[config.mk]
export PLATFORM = sky130hd
export DESIGN_NAME = fault_handling_and_irq_output
export DESIGN_NICKNAME = d
export VERILOG_FILES = /design/src/fault_pkg.sv /design/src/flag_if.sv /design/src/sticky_flag.sv /design/src/glitch_filter.sv /design/src/fault_handling_and_irq_output.sv
export SDC_FILE = /design/constraint.sdc
export NUM_CORES = 1
export LEC_CHECK = 0
export BUFFER_PORTS_ARGS = -buffer_cell sky130_fd_sc_hd__buf_2
export CAP_MARGIN = 30
export CORE_MARGIN = 2
export CORE_UTILIZATION = 44
export DETAILED_ROUTE_END_ITERATION = 16
export GPL_ROUTABILITY_DRIVEN = 0
export GPL_TIMING_DRIVEN = 0
export PLACE_DENSITY_LB_ADDON = 0.08
export SLEW_MARGIN = 20
export SYNTH_ARGS = -nofsm -noshare
export SYNTH_HDL_FRONTEND = slang
export SYNTH_SLANG_ARGS = --single-unit
[constraint.sdc]
create_clock -name clk_sys -period 1.9 [get_ports clk_sys]
set_clock_uncertainty 0.1 [all_clocks]
set_input_delay 0.38 -clock clk_sys [delete_from_list [all_inputs] [get_ports clk_sys]]
set_output_delay 0.38 -clock clk_sys [all_outputs]
set_load 0.05 [all_outputs]
[src/fault_pkg.sv]
package fault_pkg;
  localparam int unsigned CLK_FREQ_HZ       = 100_000_000;
  localparam int unsigned CP_UV_FILT_NS     = 10_000;
  localparam int unsigned CP_UV_FILT_CYC    = (CP_UV_FILT_NS * (CLK_FREQ_HZ / 1_000_000)) / 1000;
  localparam int unsigned SVC_FLAG_W        = 16;
  localparam int unsigned BIT_PUMP_VDS      = 11;
  localparam int unsigned BIT_CP_UV         = 3;
  localparam logic        OUT_CFG_RESET     = 1'b0;
  localparam logic [15:0] SVC_FLAGS_RESET   = 16'h0000;
  typedef enum logic {MODE_IRQ, MODE_LED} out_mode_t;
endpackage : fault_pkg

[src/flag_if.sv]
`timescale 1ns/1ps
`default_nettype none
interface flag_if;
  logic set;
  logic clr;
  logic flag;
  modport owner (input set, input clr, output flag);
  modport user  (output set, output clr, input flag);
endinterface : flag_if
`default_nettype wire

[src/sticky_flag.sv]
`timescale 1ns/1ps
`default_nettype none
module sticky_flag
(
  input  wire logic clk_sys,
  input  wire logic reset_n,
  flag_if.owner     f
);
  logic flag_q;
  logic flag_d;
  // Set beats clear so a fault in the read cycle survives
  assign flag_d = f.set | (flag_q & ~f.clr);
  assign f.flag = flag_q;
  always_ff @(posedge clk_sys)
  begin
    if (!reset_n)
      flag_q <= 1'b0;
    else
      flag_q <= flag_d;
  end
endmodule : sticky_flag
`default_nettype wire

[src/glitch_filter.sv]
`timescale 1ns/1ps
`default_nettype none
module glitch_filter
#(
  parameter int unsigned CYCLES = 1000
)
(
  input  wire logic clk_sys,
  input  wire logic reset_n,
  input  wire logic raw_in,
  output logic      accepted
);
  localparam int unsigned CW = $clog2(CYCLES + 1);
  logic [CW-1:0] cnt_q;
  logic [CW-1:0] cnt_d;
  logic          hit;
  assign hit   = (cnt_q == CW'(CYCLES - 1));
  assign cnt_d = !raw_in ? '0 : (hit ? cnt_q : cnt_q + CW'(1));
  always_ff @(posedge clk_sys)
  begin
    if (!reset_n)
      cnt_q <= '0;
    else
      cnt_q <= cnt_d;
  end
  assign accepted = raw_in & hit;
endmodule : glitch_filter
`default_nettype wire

[src/fault_handling_and_irq_output.sv]
`timescale 1ns/1ps
`default_nettype none
// Summary of operation
// [RQ1] A pump drain-source fault while the pump runs in PWM mode blocks the pump PWM and sets flag bit 11.
// [RQ2] The pump fault flag clears on host read and the pump PWM then resumes by itself.
// [RQ3] A charge-pump undervoltage sets a latched readable flag.
// [RQ4] The undervoltage monitor is never masked, also during power-up.
// [RQ5] The undervoltage comparator must stay active for 10 us before the fault counts.
// [RQ6] An accepted undervoltage disables all solenoid outputs and the pump and sets flag bit 3.
// [RQ7] After undervoltage the host re-enables the channel, pump and driver enables; the flag clears on read.
// [RQ8] One open-drain output acts as interrupt or plain output, chosen by a configuration bit.
// [RQ9] After reset the configuration bit is 0, selecting interrupt mode.
// [RQ10] In interrupt mode a pending interrupt drives the pin low.
// [RQ11] With configuration 1 the pin is an LED driver following a host command bit.
// [RQ12] In LED mode off-state open-load and short-to-ground checks run; open load may be disabled.
// [RQ13] An on-state overcurrent turns the output off at once and latches a fault cleared by read.
// [RQ14] The output stays off until the overcurrent fault clears, then restarts in its mode.
// [RQ15] The pump fault raises the interrupt only when its mask bit is 0.
// [RQ16] Each fault source can be masked from raising the interrupt.
// [RQ17] The interrupt pin releases once no unmasked latched fault and no unmasked ext_fault remain.
module fault_handling_and_irq_output
  import fault_pkg::*;
#(
  parameter int unsigned N_SOL     = 6,
  parameter int unsigned UV_CYCLES = CP_UV_FILT_CYC
)
(
  input  wire logic             clk_sys,
  input  wire logic             reset_n,
  input  wire logic             pump_enable,
  input  wire logic             pump_pwm_in,
  input  wire logic             pump_vds_fault,
  input  wire logic             cp_uv_raw,
  input  wire logic             out_config,
  input  wire logic             led_cmd,
  input  wire logic             open_load_check_en,
  input  wire logic             out_overcurrent,
  input  wire logic             out_open_load_raw,
  input  wire logic             out_short_gnd_raw,
  input  wire logic             pump_vds_irq_mask,
  input  wire logic             cp_uv_irq_mask,
  input  wire logic             out_oc_irq_mask,
  input  wire logic             out_diag_irq_mask,
  input  wire logic             ext_fault,
  input  wire logic             ext_fault_mask,
  input  wire logic             flags_read,
  input  wire logic             diag_read,
  input  wire logic [N_SOL-1:0] solenoid_channel_enable_set,
  input  wire logic             pump_enable_set,
  input  wire logic             solenoid_driver_enable_set,
  output logic [N_SOL-1:0]      solenoid_channel_enable,
  output logic                  pump_predriver_en,
  output logic                  solenoid_driver_enable,
  output logic                  pump_pwm_out,
  output logic [SVC_FLAG_W-1:0] service_fault_flags,
  output logic                  out_oc_flag,
  output logic                  out_open_load_flag,
  output logic                  out_short_gnd_flag,
  output logic                  out_bias_en,
  output logic                  fault_signal_output_o,
  output logic                  fault_signal_output_oe_n,
  output logic                  irq_pending
);
  flag_if f_vds ();
  flag_if f_uv ();
  flag_if f_oc ();
  flag_if f_ol ();
  flag_if f_sg ();

  logic                  uv_accepted;
  logic                  mode_led;
  logic                  drive_req;
  logic                  drive_on;
  logic                  irq_any;
  logic [N_SOL-1:0]      sol_en_q;
  logic [N_SOL-1:0]      sol_en_d;
  logic                  pump_en_q;
  logic                  pump_en_d;
  logic                  drv_en_q;
  logic                  drv_en_d;
  logic                  pwm_q;
  logic                  oe_n_q;
  logic [SVC_FLAG_W-1:0] flags_d;
  logic                  irq_vds;
  logic                  irq_uv;
  logic                  irq_oc;
  logic                  irq_diag;
  logic                  irq_ext;
  out_mode_t             out_mode;

  // Run length of the raw comparator, for the filter checks below
  localparam int unsigned         UV_RUN_W   = $clog2(UV_CYCLES + 1);
  localparam logic [UV_RUN_W-1:0] UV_RUN_MAX = UV_RUN_W'(UV_CYCLES);
  localparam logic [UV_RUN_W-1:0] UV_RUN_MIN = UV_RUN_W'(UV_CYCLES - 1);
  logic [UV_RUN_W-1:0]   uv_run_q;
  logic [UV_RUN_W-1:0]   uv_run_d;

  // Filter never gated by power-up state
  glitch_filter #(.CYCLES(UV_CYCLES)) u_uv_filt
  (
    .clk_sys  (clk_sys),
    .reset_n  (reset_n),
    .raw_in   (cp_uv_raw),
    .accepted (uv_accepted)
  ); // RQ4 RQ5

  sticky_flag u_vds
  (
    .clk_sys (clk_sys),
    .reset_n (reset_n),
    .f       (f_vds)
  );

  sticky_flag u_uv
  (
    .clk_sys (clk_sys),
    .reset_n (reset_n),
    .f       (f_uv)
  );

  sticky_flag u_oc
  (
    .clk_sys (clk_sys),
    .reset_n (reset_n),
    .f       (f_oc)
  );

  sticky_flag u_ol
  (
    .clk_sys (clk_sys),
    .reset_n (reset_n),
    .f       (f_ol)
  );

  sticky_flag u_sg
  (
    .clk_sys (clk_sys),
    .reset_n (reset_n),
    .f       (f_sg)
  );

  assign f_vds.set = pump_vds_fault & pump_en_q & pump_enable; // RQ1
  assign f_vds.clr = flags_read; // RQ2
  assign f_uv.set  = uv_accepted; // RQ3
  assign f_uv.clr  = flags_read; // RQ7
  assign out_mode  = out_mode_t'(out_config); // RQ9
  assign mode_led  = (out_mode == MODE_LED); // RQ8 RQ11
  assign drive_req = mode_led ? led_cmd : irq_any; // RQ10 RQ11
  // Overcurrent only exists while the switch conducts
  assign f_oc.set  = out_overcurrent & drive_on; // RQ13
  assign f_oc.clr  = diag_read;
  assign f_ol.set  = mode_led & ~drive_req & open_load_check_en & out_open_load_raw; // RQ12
  assign f_ol.clr  = diag_read;
  assign f_sg.set  = mode_led & ~drive_req & out_short_gnd_raw; // RQ12
  assign f_sg.clr  = diag_read;

  // Masked flags still latch, they only stay off the pin
  assign irq_vds  = f_vds.flag & ~pump_vds_irq_mask; // RQ15
  assign irq_uv   = f_uv.flag & ~cp_uv_irq_mask; // RQ16
  assign irq_oc   = f_oc.flag & ~out_oc_irq_mask; // RQ16
  assign irq_diag = (f_ol.flag | f_sg.flag) & ~out_diag_irq_mask; // RQ16
  assign irq_ext  = ext_fault & ~ext_fault_mask; // RQ16
  assign irq_any  = irq_vds | irq_uv | irq_oc | irq_diag | irq_ext; // RQ17
  assign drive_on = drive_req & ~f_oc.flag; // RQ13 RQ14

  // Host re-enable only, nothing restarts from undervoltage alone
  assign sol_en_d  = uv_accepted ? '0 : (sol_en_q | solenoid_channel_enable_set); // RQ6 RQ7
  assign pump_en_d = uv_accepted ? 1'b0 : (pump_en_q | pump_enable_set); // RQ6 RQ7
  assign drv_en_d  = uv_accepted ? 1'b0 : (drv_en_q | solenoid_driver_enable_set); // RQ6 RQ7

  always_comb
  begin
    flags_d = SVC_FLAGS_RESET;
    flags_d[BIT_PUMP_VDS] = f_vds.flag; // RQ1
    flags_d[BIT_CP_UV]    = f_uv.flag; // RQ6
  end

  always_ff @(posedge clk_sys)
  begin
    if (!reset_n)
    begin
      sol_en_q  <= '0;
      pump_en_q <= 1'b0;
      drv_en_q  <= 1'b0;
      pwm_q     <= 1'b0;
      oe_n_q    <= 1'b1;
    end
    else
    begin
      sol_en_q  <= sol_en_d;
      pump_en_q <= pump_en_d;
      drv_en_q  <= drv_en_d;
      pwm_q     <= pump_enable & pump_en_q & pump_pwm_in & ~f_vds.flag; // RQ1 RQ2
      oe_n_q    <= ~drive_on | f_oc.set; // RQ10 RQ13
    end
  end

  // Checker aid only, saturating so it never wraps on a long dip
  assign uv_run_d = !cp_uv_raw ? '0
                  : (uv_run_q == UV_RUN_MAX ? uv_run_q : uv_run_q + UV_RUN_W'(1));

  always_ff @(posedge clk_sys)
  begin
    if (!reset_n)
      uv_run_q <= '0;
    else
      uv_run_q <= uv_run_d;
  end

  // Open-drain: output value is always low, enable is active low
  assign fault_signal_output_o    = 1'b0;
  assign fault_signal_output_oe_n = oe_n_q;
  assign solenoid_channel_enable  = sol_en_q;
  assign pump_predriver_en        = pump_en_q;
  assign solenoid_driver_enable   = drv_en_q;
  assign pump_pwm_out             = pwm_q;
  assign service_fault_flags      = flags_d;
  assign out_oc_flag              = f_oc.flag;
  assign out_open_load_flag       = f_ol.flag;
  assign out_short_gnd_flag       = f_sg.flag;
  assign out_bias_en              = mode_led & open_load_check_en; // RQ12
  assign irq_pending              = irq_any;

  a_pwm_blocked: assert property (@(posedge clk_sys) disable iff (!reset_n) // RQ1
    f_vds.flag |=> !pump_pwm_out)
    else $error("pump pwm active with vds flag");

  a_vds_set: assert property (@(posedge clk_sys) disable iff (!reset_n) // RQ1
    (pump_vds_fault && pump_enable && pump_predriver_en) |=> service_fault_flags[BIT_PUMP_VDS])
    else $error("vds flag not set");

  a_vds_clears: assert property (@(posedge clk_sys) disable iff (!reset_n) // RQ2
    (flags_read && !f_vds.set) |=> !service_fault_flags[BIT_PUMP_VDS])
    else $error("vds flag not cleared on read");

  a_vds_resume: assert property (@(posedge clk_sys) disable iff (!reset_n) // RQ2
    (!f_vds.flag && pump_enable && pump_predriver_en && pump_pwm_in) |=> pump_pwm_out)
    else $error("pump pwm did not resume");

  a_uv_latch: assert property (@(posedge clk_sys) disable iff (!reset_n) // RQ3
    uv_accepted |=> service_fault_flags[BIT_CP_UV])
    else $error("uv flag not set");

  a_uv_no_mask: assert property (@(posedge clk_sys) disable iff (!reset_n) // RQ4
    (cp_uv_raw && uv_run_q >= UV_RUN_MIN) |-> uv_accepted)
    else $error("uv filter gated");

  a_uv_filter: assert property (@(posedge clk_sys) disable iff (!reset_n) // RQ5
    $rose(uv_accepted) |-> $past(cp_uv_raw, 2))
    else $error("uv accepted too early");

  a_uv_min_time: assert property (@(posedge clk_sys) disable iff (!reset_n) // RQ5
    uv_accepted |-> (uv_run_q >= UV_RUN_MIN))
    else $error("uv accepted before filter time");

  a_uv_shutdown: assert property (@(posedge clk_sys) disable iff (!reset_n) // RQ6
    uv_accepted |=> (!pump_predriver_en && solenoid_channel_enable == '0
      && !solenoid_driver_enable))
    else $error("outputs not disabled on uv");

  a_uv_pwm_off: assert property (@(posedge clk_sys) disable iff (!reset_n) // RQ6
    uv_accepted |-> ##2 !pump_pwm_out)
    else $error("pump pwm active after uv");

  a_reset_release: assert property (@(posedge clk_sys) // RQ9
    !reset_n |=> fault_signal_output_oe_n)
    else $error("pin driven after reset");

  a_irq_pin_low: assert property (@(posedge clk_sys) disable iff (!reset_n) // RQ10
    (!out_config && irq_any && !f_oc.flag && !out_overcurrent) |=> !fault_signal_output_oe_n)
    else $error("irq not driven");

  a_led_follow: assert property (@(posedge clk_sys) disable iff (!reset_n) // RQ11
    (out_config && !f_oc.flag && !out_overcurrent)
      |=> (fault_signal_output_oe_n == !$past(led_cmd)))
    else $error("led does not follow command");

  a_ol_gated: assert property (@(posedge clk_sys) disable iff (!reset_n) // RQ12
    (!open_load_check_en && !out_open_load_flag) |=> !out_open_load_flag)
    else $error("open load flagged while disabled");

  a_sg_active: assert property (@(posedge clk_sys) disable iff (!reset_n) // RQ12
    (out_config && !led_cmd && out_short_gnd_raw) |=> out_short_gnd_flag)
    else $error("short to ground not flagged");

  a_oc_latch: assert property (@(posedge clk_sys) disable iff (!reset_n) // RQ13
    f_oc.set |=> (out_oc_flag && fault_signal_output_oe_n))
    else $error("overcurrent not handled");

  a_oc_off: assert property (@(posedge clk_sys) disable iff (!reset_n) // RQ14
    f_oc.flag |=> fault_signal_output_oe_n)
    else $error("output on during oc");

  a_oc_restart: assert property (@(posedge clk_sys) disable iff (!reset_n) // RQ14
    ($fell(out_oc_flag) && out_config && led_cmd && !out_overcurrent) |=> !fault_signal_output_oe_n)
    else $error("output did not restart");

  a_vds_mask: assert property (@(posedge clk_sys) disable iff (!reset_n) // RQ15
    (f_vds.flag && !pump_vds_irq_mask) |-> irq_pending)
    else $error("vds irq lost");

  a_uv_irq: assert property (@(posedge clk_sys) disable iff (!reset_n) // RQ16
    (service_fault_flags[BIT_CP_UV] && !cp_uv_irq_mask) |-> irq_pending)
    else $error("uv irq lost");

  a_oc_irq: assert property (@(posedge clk_sys) disable iff (!reset_n) // RQ16
    (out_oc_flag && !out_oc_irq_mask) |-> irq_pending)
    else $error("oc irq lost");

  a_irq_release: assert property (@(posedge clk_sys) disable iff (!reset_n) // RQ17
    (!out_config && !irq_any) |=> fault_signal_output_oe_n)
    else $error("pin not released");
endmodule : fault_handling_and_irq_output
`default_nettype wire

-- Word level (Yosys, flattened, before mapping)
Index checks and enable logic that the tools add are counted.
- input bits: 28
- register bits: 25
- output and inout port bits: 32
- word-level logic and storage cells: 65
- reductions and logical operators: 2
- equal/unequal tests: 1
- muxes and demuxes: 1
- add/subtract/negate cells: 1
- bitwise gates (word level): 49
- operators by type and width (kind ; number):
    bitwise AND 1 bit ; 23
    bitwise OR 1 bit ; 13
    inverter 1 bit ; 12
    adder 10 x 1 -> 10 bit, second input constant ; 1
    equality test 10 bit, second input constant ; 1
    bitwise OR 6 bit ; 1
    AND reduction 2 bit ; 1
    OR reduction 2 bit ; 1
    two-way mux 1 bit ; 1

-- Depth between registers and ports, before layout
Gate-level depths: netlist of run 1.
- word-level depth: 12
- depth in mapped cells: 6
- depth with buffers taken out: 5

-- Cells and area by module
From an unflattened synthesis of run 1, not the netlist that was laid out.
- cells, all modules: 135
- area total of the unflattened synthesis: 1201.2 um^2
- by module, submodules not included (module ; area an instance (um^2) ; times used ; cells each ; seq. area each (um^2)):
    fault_handling_and_irq_output ; 521.8 ; 1 ; 65 ; 200.2
    glitch_filter ; 473.0 ; 1 ; 55 ; 200.2
    sticky_flag ; 41.3 ; 5 ; 3 ; 20.0

-- Worst setup path after synthesis of run 1
No wires, ideal clock.
- path type: register to output
- start point: register u_oc.flag_q (netlist: u_oc.f.flag)
- end point: output port irq_pending
- arrival time: 1272 ps
- path buffers: 0
- slack: 148 ps
- data required time: 1420 ps
- stages on the path, launching flop included: 4
- cell sequence: dfxtp_1 > nor2b_1 > nor4_1 > nand2_1
- longest elaborated chain between the ends: 4
- RTL lines (element ; line ; text):
    from (decl) ; sticky_flag.sv:9 ; logic flag_q;
    from (signal assigned) ; sticky_flag.sv:19 ; flag_q <= flag_d;
    bitwise AND 1 bit ; fault_handling_and_irq_output.sv:160 ; assign irq_oc = f_oc.flag & ~out_oc_irq_mask;
    bitwise OR 1 bit (3 in series) ; fault_handling_and_irq_output.sv:163 ; assign irq_any = irq_vds | irq_uv | irq_oc | irq_diag | irq_ext;
    to (decl) ; fault_handling_and_irq_output.sv:62 ; output logic irq_pending
No other way between the ends.

-- Final worst setup path of run 1
- start point: register u_vds.flag_q (netlist: u_vds.f.flag)
- end point: output port irq_pending
- longest elaborated chain between the ends: 5
- RTL lines (element ; line ; text):
    from (decl) ; sticky_flag.sv:9 ;
    from (signal assigned) ; sticky_flag.sv:19 ;
    bitwise AND 1 bit ; fault_handling_and_irq_output.sv:158 ; assign irq_vds = f_vds.flag & ~pump_vds_irq_mask;
    bitwise OR 1 bit (4 in series) ; fault_handling_and_irq_output.sv:163 ;
No other way between the ends.

==> results.sh, run 1 <==
export IMPL_dieWidth_um=55.0
export IMPL_via_per_inst=4.46
export IMPL_start_kind="flop"
export IMPL_rrSetupSlack_ns=0.11
export IMPL_powerDensity_nw_per_um2=694
export IMPL_final_cell_mix="buf_2, nor2_1, dfxtp_1, buf_4, conb_1"
export IMPL_grt_pass1_vias=857
export IMPL_cp_end_kind="output pin"
export IMPL_synthMuxAreaShare=0.00875
export IMPL_slowest_stage="dfxtp_2"
export IMPL_die_area_sq_um=3020
export IMPL_cp_num_buf_inv=1
export IMPL_critPathArrivalTime_ns=1.35
export IMPL_routed_wl_um=2200
export IMPL_io_buffers=44
export IMPL_antenna_cells=0
export IMPL_finalNonFillerCells=226
export IMPL_cp_max_fo=4
export IMPL_final_area_sq_um=1540
export IMPL_crit_family="simple AND/OR/NAND/NOR gates"
export IMPL_status="finished, final reports clean"
export IMPL_met1Wirelength_um=963
export IMPL_grt_use_total=0.155
export IMPL_synth_area_sq_um=1140
export IMPL_yosys_warnings=0
export IMPL_crit_type="reg -> out"
export IMPL_setup_violations=0
export IMPL_avgSynthCellArea_sq_um=8.66
export IMPL_wl_met2_um=1040
export IMPL_synth_top_family_by_area="simple AND/OR/NAND/NOR gates"
export IMPL_min_path_type="in -> reg"
export IMPL_finalCriticalPeriod_ns=1.83
export IMPL_finalHoldViolCount=0
export IMPL_antenna_found_initial=0
export IMPL_ys_ff_latch=25
export IMPL_nFillCells=230
export IMPL_root_buffer="clkbuf_4"
export IMPL_dpl_cell_area_sq_um=1450
export IMPL_seq_area_frac_synth=0.438
export IMPL_grt_first_pass_wirelength_um=3380
export IMPL_critical_path_max_stage_delay_ns=0.36
export IMPL_cts_sinks=25
export IMPL_yosys_area_share_xor_xnor=0.0460
export IMPL_synth_fa_ha_area_frac=0.0109
export IMPL_grt_max_degree=16
export IMPL_layout_commonest_cell="buf_2"
export IMPL_grt_setup_unrepaired="no"
export IMPL_num_io_pins=60
export IMPL_drt_iter0_markers=14
export IMPL_synth_cells=132
export IMPL_drv_cap=0
export IMPL_synth_compound_area_frac=0.0821
export IMPL_htreeDepth=1
export IMPL_finalMaxSlewViolations=0
export IMPL_cp_required_ns=1.42
export IMPL_clockBufferDepth=2
export IMPL_route_detailed_drc=0
export IMPL_dpl_hpwl_um=1720
export IMPL_critical_path_cell_chain="nor2b_4, nor4_4, nand2_1, buf_6"
export IMPL_met3_length_um=177
export IMPL_vias=1008
export IMPL_postCtsHoldBufs=0
export IMPL_numCtsBuffers=3
export IMPL_p_leak_nw=0.734
export IMPL_grt_ovfl_total=0
export IMPL_area_growth_pct=34.2
export IMPL_fin_crit_sh=0.965
export IMPL_placementRows=18
export IMPL_cts_tree="done"
export IMPL_synth_cell_type_count=33
export IMPL_first_pass_iters=4
export IMPL_wl_per_cell_um=9.71
export IMPL_coreArea_sq_um=2480
export IMPL_drtAntennaViolNets=0
export IMPL_fin_nets=226
export IMPL_clk_pin_slew_ns=0.13
export IMPL_timing_fmax_mhz=545
export IMPL_start_util=0.462
export IMPL_ir_drop_uv=644
export IMPL_setup_tns_ns=0
export IMPL_drive_above_1_share=0.403
export IMPL_place_inst=220
export IMPL_yosys_area_share_simple=0.264
export IMPL_highest_layer="met4"
export IMPL_clock_latency_ns=0.31
export IMPL_fp_dieH_um=55.0
==> state kept, by name, summed over array words and instances (netlist names) <==
name                      flops
pump_pwm_out                  1
u_vds.f.flag                  1
pump_predriver_en             1
fault_signal_output_oe_n      1
u_oc.f.flag                   1
u_sg.f.flag                   1
solenoid_channel_enable       6
u_ol.f.flag                   1
solenoid_driver_enable        1
u_uv_filt.cnt_q              10
u_uv.f.flag                   1
==> per-stage QoR <==
| step | utilization | hold slack (ns) | total power, mW | worst slack [ns] |
|---|---|---|---|---|
| finish | 0.620 | 0.151 | 1.06 | 0.0668 |
| CTS | 0.608 | 0.135 | 1.07 | 0.00298 |
| detailed placement | 0.587 | 0.349 | 0.829 | 0.0337 |
| global route | 0.620 | 0.152 | 1.12 | 0.00504 |
| floorplan | - | 0.321 | 0.771 | 0.148 |
| global placement | 0.587 | 0.337 | 0.825 | 0.0719 |
==> per-layer routing <==
metal | up-vias | track usage
li1 | 534 | -
met1 | 438 | 0.178
met2 | 34 | 0.280
met3 | 2 | 0.0484
met4 | 0 | 0.0366
met5 | - | 0
==> synthesized netlist by cell type (all sizes together) <==
cell type | n | area [sq um]
nand4 | 4 | 25.0
o211ai | 1 | 7.51
nor4 | 1 | 6.26
nor2 | 26 | 97.6
buf | 19 | 150
nand2 | 6 | 22.5
nor3 | 2 | 10.0
xnor2 | 4 | 35.0
nor2b | 5 | 31.3
or3 | 2 | 13.8
dfxtp | 25 | 500
and2 | 2 | 12.5
o21ai | 4 | 31.3
or4 | 1 | 11.3
a21oi | 2 | 10.0
inv | 5 | 18.8
o2bb2ai | 1 | 8.76
a21boi | 1 | 7.51
o22ai | 1 | 6.26
mux2i | 1 | 10.0
nor3b | 1 | 7.51
conb | 1 | 3.75
nand3b | 2 | 15.0
nand3 | 6 | 30.0
nand2b | 3 | 18.8
o21bai | 1 | 7.51
xor2 | 2 | 17.5
ha | 1 | 12.5
a32oi | 1 | 8.76
a31oi | 1 | 6.26
==> where the power goes <==
part / internal, mW / total [mW] / switching, mW
Combinational: 0.0874 / 0.276 / 0.189
Sequential: 0.544 / 0.556 / 0.0119
Clock: 0.0803 / 0.232 / 0.152
Total: 0.712 / 1.06 / 0.353
==> final timing paths <==
check                                         from                    endpoint  cells past startpoint
worst max-delay path                  u_vds.f.flag                 irq_pending                      4
worst min-delay path                     diag_read                 u_oc.f.flag                      2
worst max register to register  u_uv_filt.cnt_q[0]  solenoid_channel_enable[1]                      6
worst min register to register        u_vds.f.flag                pump_pwm_out                      1
==> cells by family after synthesis <==
logic type                 after synthesis
adders and majority gates                1
and+or+nand+nor                         61
other                                    1
buffers and inverters                   24
xor gates and xnor gates                 6
DFF                                     25
AOI/OAI and AO/OA                       13
muxes                                    1
==> timing repair <==
item / 4_1_cts / 5_1_grt
gates resized for setup: 4 / 7
pin swaps: 1 / 2
endpoints found under the setup margin: 1 / 9
cloned: 0 / 0
buffers inserted: 1 / 1
==> final cells by class <==
type                       instances  area (sq um)  share of cell area
inverter                           5          18.8              0.0122
clock buffer                       3          22.5              0.0147
clock inverter                     1          7.51             0.00489
multi-input combinational         97           552               0.359
timing repair buffer              46           241               0.157
tap                               30          37.5              0.0244
sequential                        25           505               0.329
buffer                            19           150              0.0978
(Power assumes the default switching activity.)
==> run 2, diff against run 1 <==
--- a/config.mk
+++ b/config.mk
@@ -13,6 +13,7 @@
 export GPL_ROUTABILITY_DRIVEN = 0
 export GPL_TIMING_DRIVEN = 0
 export PLACE_DENSITY_LB_ADDON = 0.08
+export SETUP_SLACK_MARGIN = 0.5
 export SLEW_MARGIN = 20
 export SYNTH_ARGS = -nofsm -noshare
 export SYNTH_HDL_FRONTEND = slang
==> results.sh, run 2 (same netlist as run 1, synthesis figures left out) <==
export IMPL_status="finished, final reports clean"
export IMPL_via_per_inst=4.56
export IMPL_clockBufferDepth=2
export IMPL_fin_nets=236
export IMPL_htreeDepth=1
export IMPL_fin_crit_sh=0.935
export IMPL_critical_path_max_stage_delay_ns=0.34
export IMPL_first_pass_iters=4
export IMPL_largest_register="u_uv_filt.cnt_q"
export IMPL_critPathArrivalTime_ns=1.30
export IMPL_grt_pass1_vias=880
export IMPL_place_inst=220
export IMPL_cts_sinks=25
export IMPL_crit_start="u_oc.f.flag"
export IMPL_finalCriticalPeriod_ns=1.78
export IMPL_finalNonFillerCells=236
export IMPL_cp_required_ns=1.42
export IMPL_grt_use_met2=0.292
export IMPL_final_area_sq_um=1770
export IMPL_use_met3=0.0242
export IMPL_finalHoldViolCount=0
export IMPL_worstReg2RegStart="u_uv_filt.cnt_q[6]"
export IMPL_finalMaxSlewViolations=0
export IMPL_slowest_stage="dfxtp_2"
export IMPL_start_util=0.462
export IMPL_worstHoldStart="diag_read"
export IMPL_coreArea_sq_um=2480
export IMPL_die_area_sq_um=3020
export IMPL_layout_commonest_cell="buf_4"
export IMPL_critical_path_cell_chain="nor2b_4, nor4_4, nand2_2, buf_8"
export IMPL_grt_use_total=0.155
export IMPL_fin_util=0.716
export IMPL_numCtsBuffers=3
export IMPL_p_leak_nw=0.827
export IMPL_antenna_found_initial=0
export IMPL_grt_ovfl_total=0
export IMPL_grt_setup_unrepaired="yes"
export IMPL_drive_above_1_share=0.505
export IMPL_setup_tns_ns=0
export IMPL_postCtsHoldBufs=0
export IMPL_ir_drop_uv=397
export IMPL_cp_end_kind="output pin"
export IMPL_route_detailed_drc=0
export IMPL_postLayoutSetupSlackWorst_ns=0.123
export IMPL_p_total_mw=1.11
export IMPL_fp_dieH_um=55.0
export IMPL_timing_fmax_mhz=563
export IMPL_met1_usage=0.177
export IMPL_cts_tree="done"
export IMPL_drtAntennaViolNets=0
export IMPL_largest_reg_flops=10
export IMPL_dieWidth_um=55.0
export IMPL_powerDensity_nw_per_um2=628
export IMPL_clk_pin_slew_ns=0.13
export IMPL_cp_max_fo=2
export IMPL_routed_wl_um=2520
export IMPL_area_growth_pct=55.0
export IMPL_crit_type="reg -> out"
export IMPL_nFillCells=205
export IMPL_io_buffers=44
export IMPL_drv_cap=0
export IMPL_wl_per_cell_um=10.7
export IMPL_vias=1075
export IMPL_placementRows=18
export IMPL_dpl_cell_area_sq_um=1490
export IMPL_num_io_pins=60
export IMPL_grt_max_degree=16
export IMPL_worst_hold_slack_ns=0.169
export IMPL_root_buffer="clkbuf_4"
export IMPL_busiest_layer="met2"
export IMPL_antenna_cells=0
export IMPL_min_path_type="in -> reg"
export IMPL_setup_violations=0
export IMPL_start_kind="flop"
export IMPL_pre_cts_slack_ns=0.174
export IMPL_clock_latency_ns=0.31
export IMPL_drt_iter0_markers=15
export IMPL_final_cell_mix="buf_4, buf_2, nor2_1, conb_1"
export IMPL_grt_first_pass_wirelength_um=3430
## run 2: cell types whose count changed in the layout (fill, tap and decap cells not counted), moves of 2 or more
cell,delta
buf_2,-15
buf_4,+10
buf_6,+10
dfxtp_1,-8
dfxtp_2,+6
buf_8,+4
dfxtp_4,+2
nor2b_1,-2
## run 2: cell type report
type                       count  area [sq um]  share of cell area
buffer                        19           158              0.0889
clock buffer                   3          22.5              0.0127
clock inverter                 1          7.51             0.00423
inverter                       5          18.8              0.0106
multi-input combinational     97           594               0.335
sequential                    25           520               0.294
tap                           30          37.5              0.0212
timing repair buffer          56           414               0.234
## run 2: path summary, 6_finish.rpt
kind                                          end  slack (ns)  cells past startpoint
worst max-delay path                  irq_pending        0.12                      4
worst min-delay path                  u_oc.f.flag        0.17                      2
worst max register to register  pump_predriver_en        0.25                      5
worst min register to register       pump_pwm_out        0.36                      1
## run 2: worst max-delay path: cells and delay by family, from the launching register on
family | cells | cell delay, ns
DFF | 1 | 0.34
buffers and inverters | 1 | 0.16
and+or+nand+nor | 3 | 0.49
## run 2: power by group
| part | internal [mW] | switching [mW] | leakage [nW] |
|---|---|---|---|
| Clock | 0.0801 | 0.154 | 0.0139 |
| Combinational | 0.123 | 0.200 | 0.602 |
| Sequential | 0.543 | 0.0132 | 0.211 |
## run 2: repair_timing
item	4_1_cts	5_1_grt
setup endpoints to repair	28	27
buffers inserted	9	3
pin swaps	5	2
resized for setup	30	23
## run 2: metal layers
metal | part of all wire | vias up
met5 | 0 | -
met4 | 0.0059 | 0
met3 | 0.076 | 2
met2 | 0.52 | 38
met1 | 0.40 | 481
li1 | - | 554
==> run 3, diff against run 2 <==
--- a/config.mk
+++ b/config.mk
@@ -13,6 +13,7 @@
 export GPL_ROUTABILITY_DRIVEN = 0
 export GPL_TIMING_DRIVEN = 0
 export PLACE_DENSITY_LB_ADDON = 0.08
+export RECOVER_POWER = 50
 export SETUP_SLACK_MARGIN = 0.5
 export SLEW_MARGIN = 20
 export SYNTH_ARGS = -nofsm -noshare
==> constraint.sdc (replaced) <==
create_clock -name clk_sys -period 1.9 [get_ports clk_sys]
set_clock_uncertainty 0.1 [all_clocks]
set_input_delay 0.095 -clock clk_sys [delete_from_list [all_inputs] [get_ports clk_sys]]
set_output_delay 0.095 -clock clk_sys [all_outputs]
set_load 0.05 [all_outputs]
==> results.sh, run 3 (same netlist as run 1, synthesis figures left out) <==
export IMPL_finalHoldViolCount=0
export IMPL_root_buffer="clkbuf_4"
export IMPL_nFillCells=204
export IMPL_dpl_cell_area_sq_um=1480
export IMPL_drtAntennaViolNets=0
export IMPL_antenna_found_initial=0
export IMPL_cts_sinks=25
export IMPL_htreeDepth=1
export IMPL_slowest_stage="or4_4"
export IMPL_cts_tree="done"
export IMPL_hold_end="fault_signal_output_oe_n"
export IMPL_clock_latency_ns=0.31
export IMPL_coreArea_sq_um=2480
export IMPL_area_growth_pct=55.7
export IMPL_dpl_hpwl_um=1640
export IMPL_critPathArrivalTime_ns=1.76
export IMPL_crit_type="reg -> reg"
export IMPL_cp_required_ns=2.02
export IMPL_min_path_type="in -> reg"
export IMPL_drive_above_1_share=0.344
export IMPL_layout_commonest_cell="buf_2"
export IMPL_grt_pass1_vias=988
export IMPL_die_area_sq_um=3020
export IMPL_wl_per_cell_um=10.4
export IMPL_routed_wl_um=2600
export IMPL_critical_path_cell_chain="ha_4, nand2_1, or4_4, buf_6, o21ai_4, nor2_1"
export IMPL_final_area_sq_um=1780
export IMPL_powerDensity_nw_per_um2=614
export IMPL_grt_use_total=0.174
export IMPL_grt_first_pass_wirelength_um=3810
export IMPL_first_pass_iters=4
export IMPL_max_slew_margin=0.596
export IMPL_timing_fmax_mhz=612
export IMPL_largest_register="u_uv_filt.cnt_q"
export IMPL_final_cell_mix="buf_2, nor2_1, buf_4, dlygate4sd3_1"
export IMPL_drt_iter0_markers=8
export IMPL_fin_nets=251
export IMPL_start_util=0.462
export IMPL_numCtsBuffers=3
export IMPL_worstRegToRegCells=6
export IMPL_setup_tns_ns=0
export IMPL_status="finished, final reports clean"
export IMPL_pre_cts_slack_ns=0.227
export IMPL_vias=1123
export IMPL_io_buffers=44
export IMPL_num_io_pins=60
export IMPL_fp_dieH_um=55.0
export IMPL_finalMaxSlewViolations=0
export IMPL_place_inst=220
export IMPL_setup_violations=0
export IMPL_finalNonFillerCells=251
export IMPL_worstReg2RegStart="u_uv_filt.cnt_q[0]"
export IMPL_largest_reg_flops=10
export IMPL_whs_path_depth=3
export IMPL_placementRows=18
export IMPL_critical_path_max_stage_delay_ns=0.41
export IMPL_clk_pin_slew_ns=0.14
export IMPL_cp_end_kind="flop"
export IMPL_fin_crit_sh=0.860
export IMPL_clockBufferDepth=2
export IMPL_rrSetupSlack_ns=0.27
export IMPL_via_per_inst=4.47
export IMPL_drv_cap=0
export IMPL_ir_drop_uv=355
export IMPL_crit_family="simple AND/OR/NAND/NOR gates"
export IMPL_r2r_end="solenoid_channel_enable[3]"
export IMPL_dieWidth_um=55.0
export IMPL_finalCriticalPeriod_ns=1.63
export IMPL_postLayoutSetupSlackWorst_ns=0.265
export IMPL_worst_pin_slew_ns=0.608
export IMPL_worstHoldStart="reset_n"
export IMPL_grt_max_degree=16
export IMPL_grt_ovfl_total=0
export IMPL_route_detailed_drc=0
export IMPL_antenna_cells=0
export IMPL_start_kind="flop"
export IMPL_cp_max_fo=8
export IMPL_grt_setup_unrepaired="yes"
export IMPL_cp_num_buf_inv=1
export IMPL_p_leak_nw=0.789
## run 3: changes by cell type in the layout (fill, tap and decap cells not counted), sizes merged
cell,change
dlygate4sd3,+18
clkbuf,+16
buf,-19
## run 3: through the flow
| stage | hold slack, ns | total power [mW] | util |
|---|---|---|---|
| 6_report | 0.0160 | 1.09 | 0.719 |
| 5_1_grt | 0.0198 | 1.15 | 0.719 |
| 4_1_cts | 0.00729 | 1.10 | 0.712 |
| 3_5_place_dp | 0.201 | 0.831 | 0.598 |
| 3_3_place_gp | 0.201 | 0.828 | 0.598 |
| 2_1_floorplan | 0.0753 | 0.774 | - |
## run 3: timing repair
item,CTS,global route
resized for setup,8,9
gates cloned,0,0
setup buffers,7,2
endpoints found under the setup margin,15,17
hold buffers,18,0
pin swaps,5,7
hold endpoints to repair,15,0
## run 3: worst max-delay path by stage
stage / slack (ns) / startpoint / cells past startpoint / endpoint
6_report: 0.27 / u_uv_filt.cnt_q[0] / 6 / solenoid_channel_enable[3]
5_1_grt: 0.21 / u_uv_filt.cnt_q[0] / 6 / pump_predriver_en
4_1_cts: 0.27 / u_uv_filt.cnt_q[5] / 5 / solenoid_channel_enable[2]
3_5_place_dp: 0.23 / u_uv_filt.cnt_q[1] / 6 / solenoid_channel_enable[2]
3_3_place_gp: 0.23 / u_uv_filt.cnt_q[6] / 5 / solenoid_channel_enable[5]
2_1_floorplan: 0.33 / u_uv_filt.cnt_q[1] / 6 / pump_predriver_en
## run 3: cell type report
cell class,instances,area [sq um],share of cell area
repair buffers,71,458,0.257
well taps,30,37.5,0.0211
multi-input cells,97,573,0.322
inverters,5,18.8,0.0105
clock inverters,1,7.51,0.00422
flip-flops and latches,25,513,0.288
plain buffers,19,150,0.0843
clock buffers,3,22.5,0.0126
## run 3: report_power, final
group,switching (mW),internal (mW)
Sequential,0.0117,0.543
Clock,0.157,0.0803
Combinational,0.197,0.105
Total,0.365,0.729
## run 3: metal layers
metal,vias up,share of wire,global-route usage
li1,582,-,-
met1,497,0.41,0.178
met5,-,0,0
met4,0,0.015,0.0650
met2,40,0.50,0.339
met3,4,0.075,0.0403
## run 3: tightest hold or removal path: stages
cell and delay, ns:
buf_2 0.11, buf_6 0.13, nand4_1 0.06
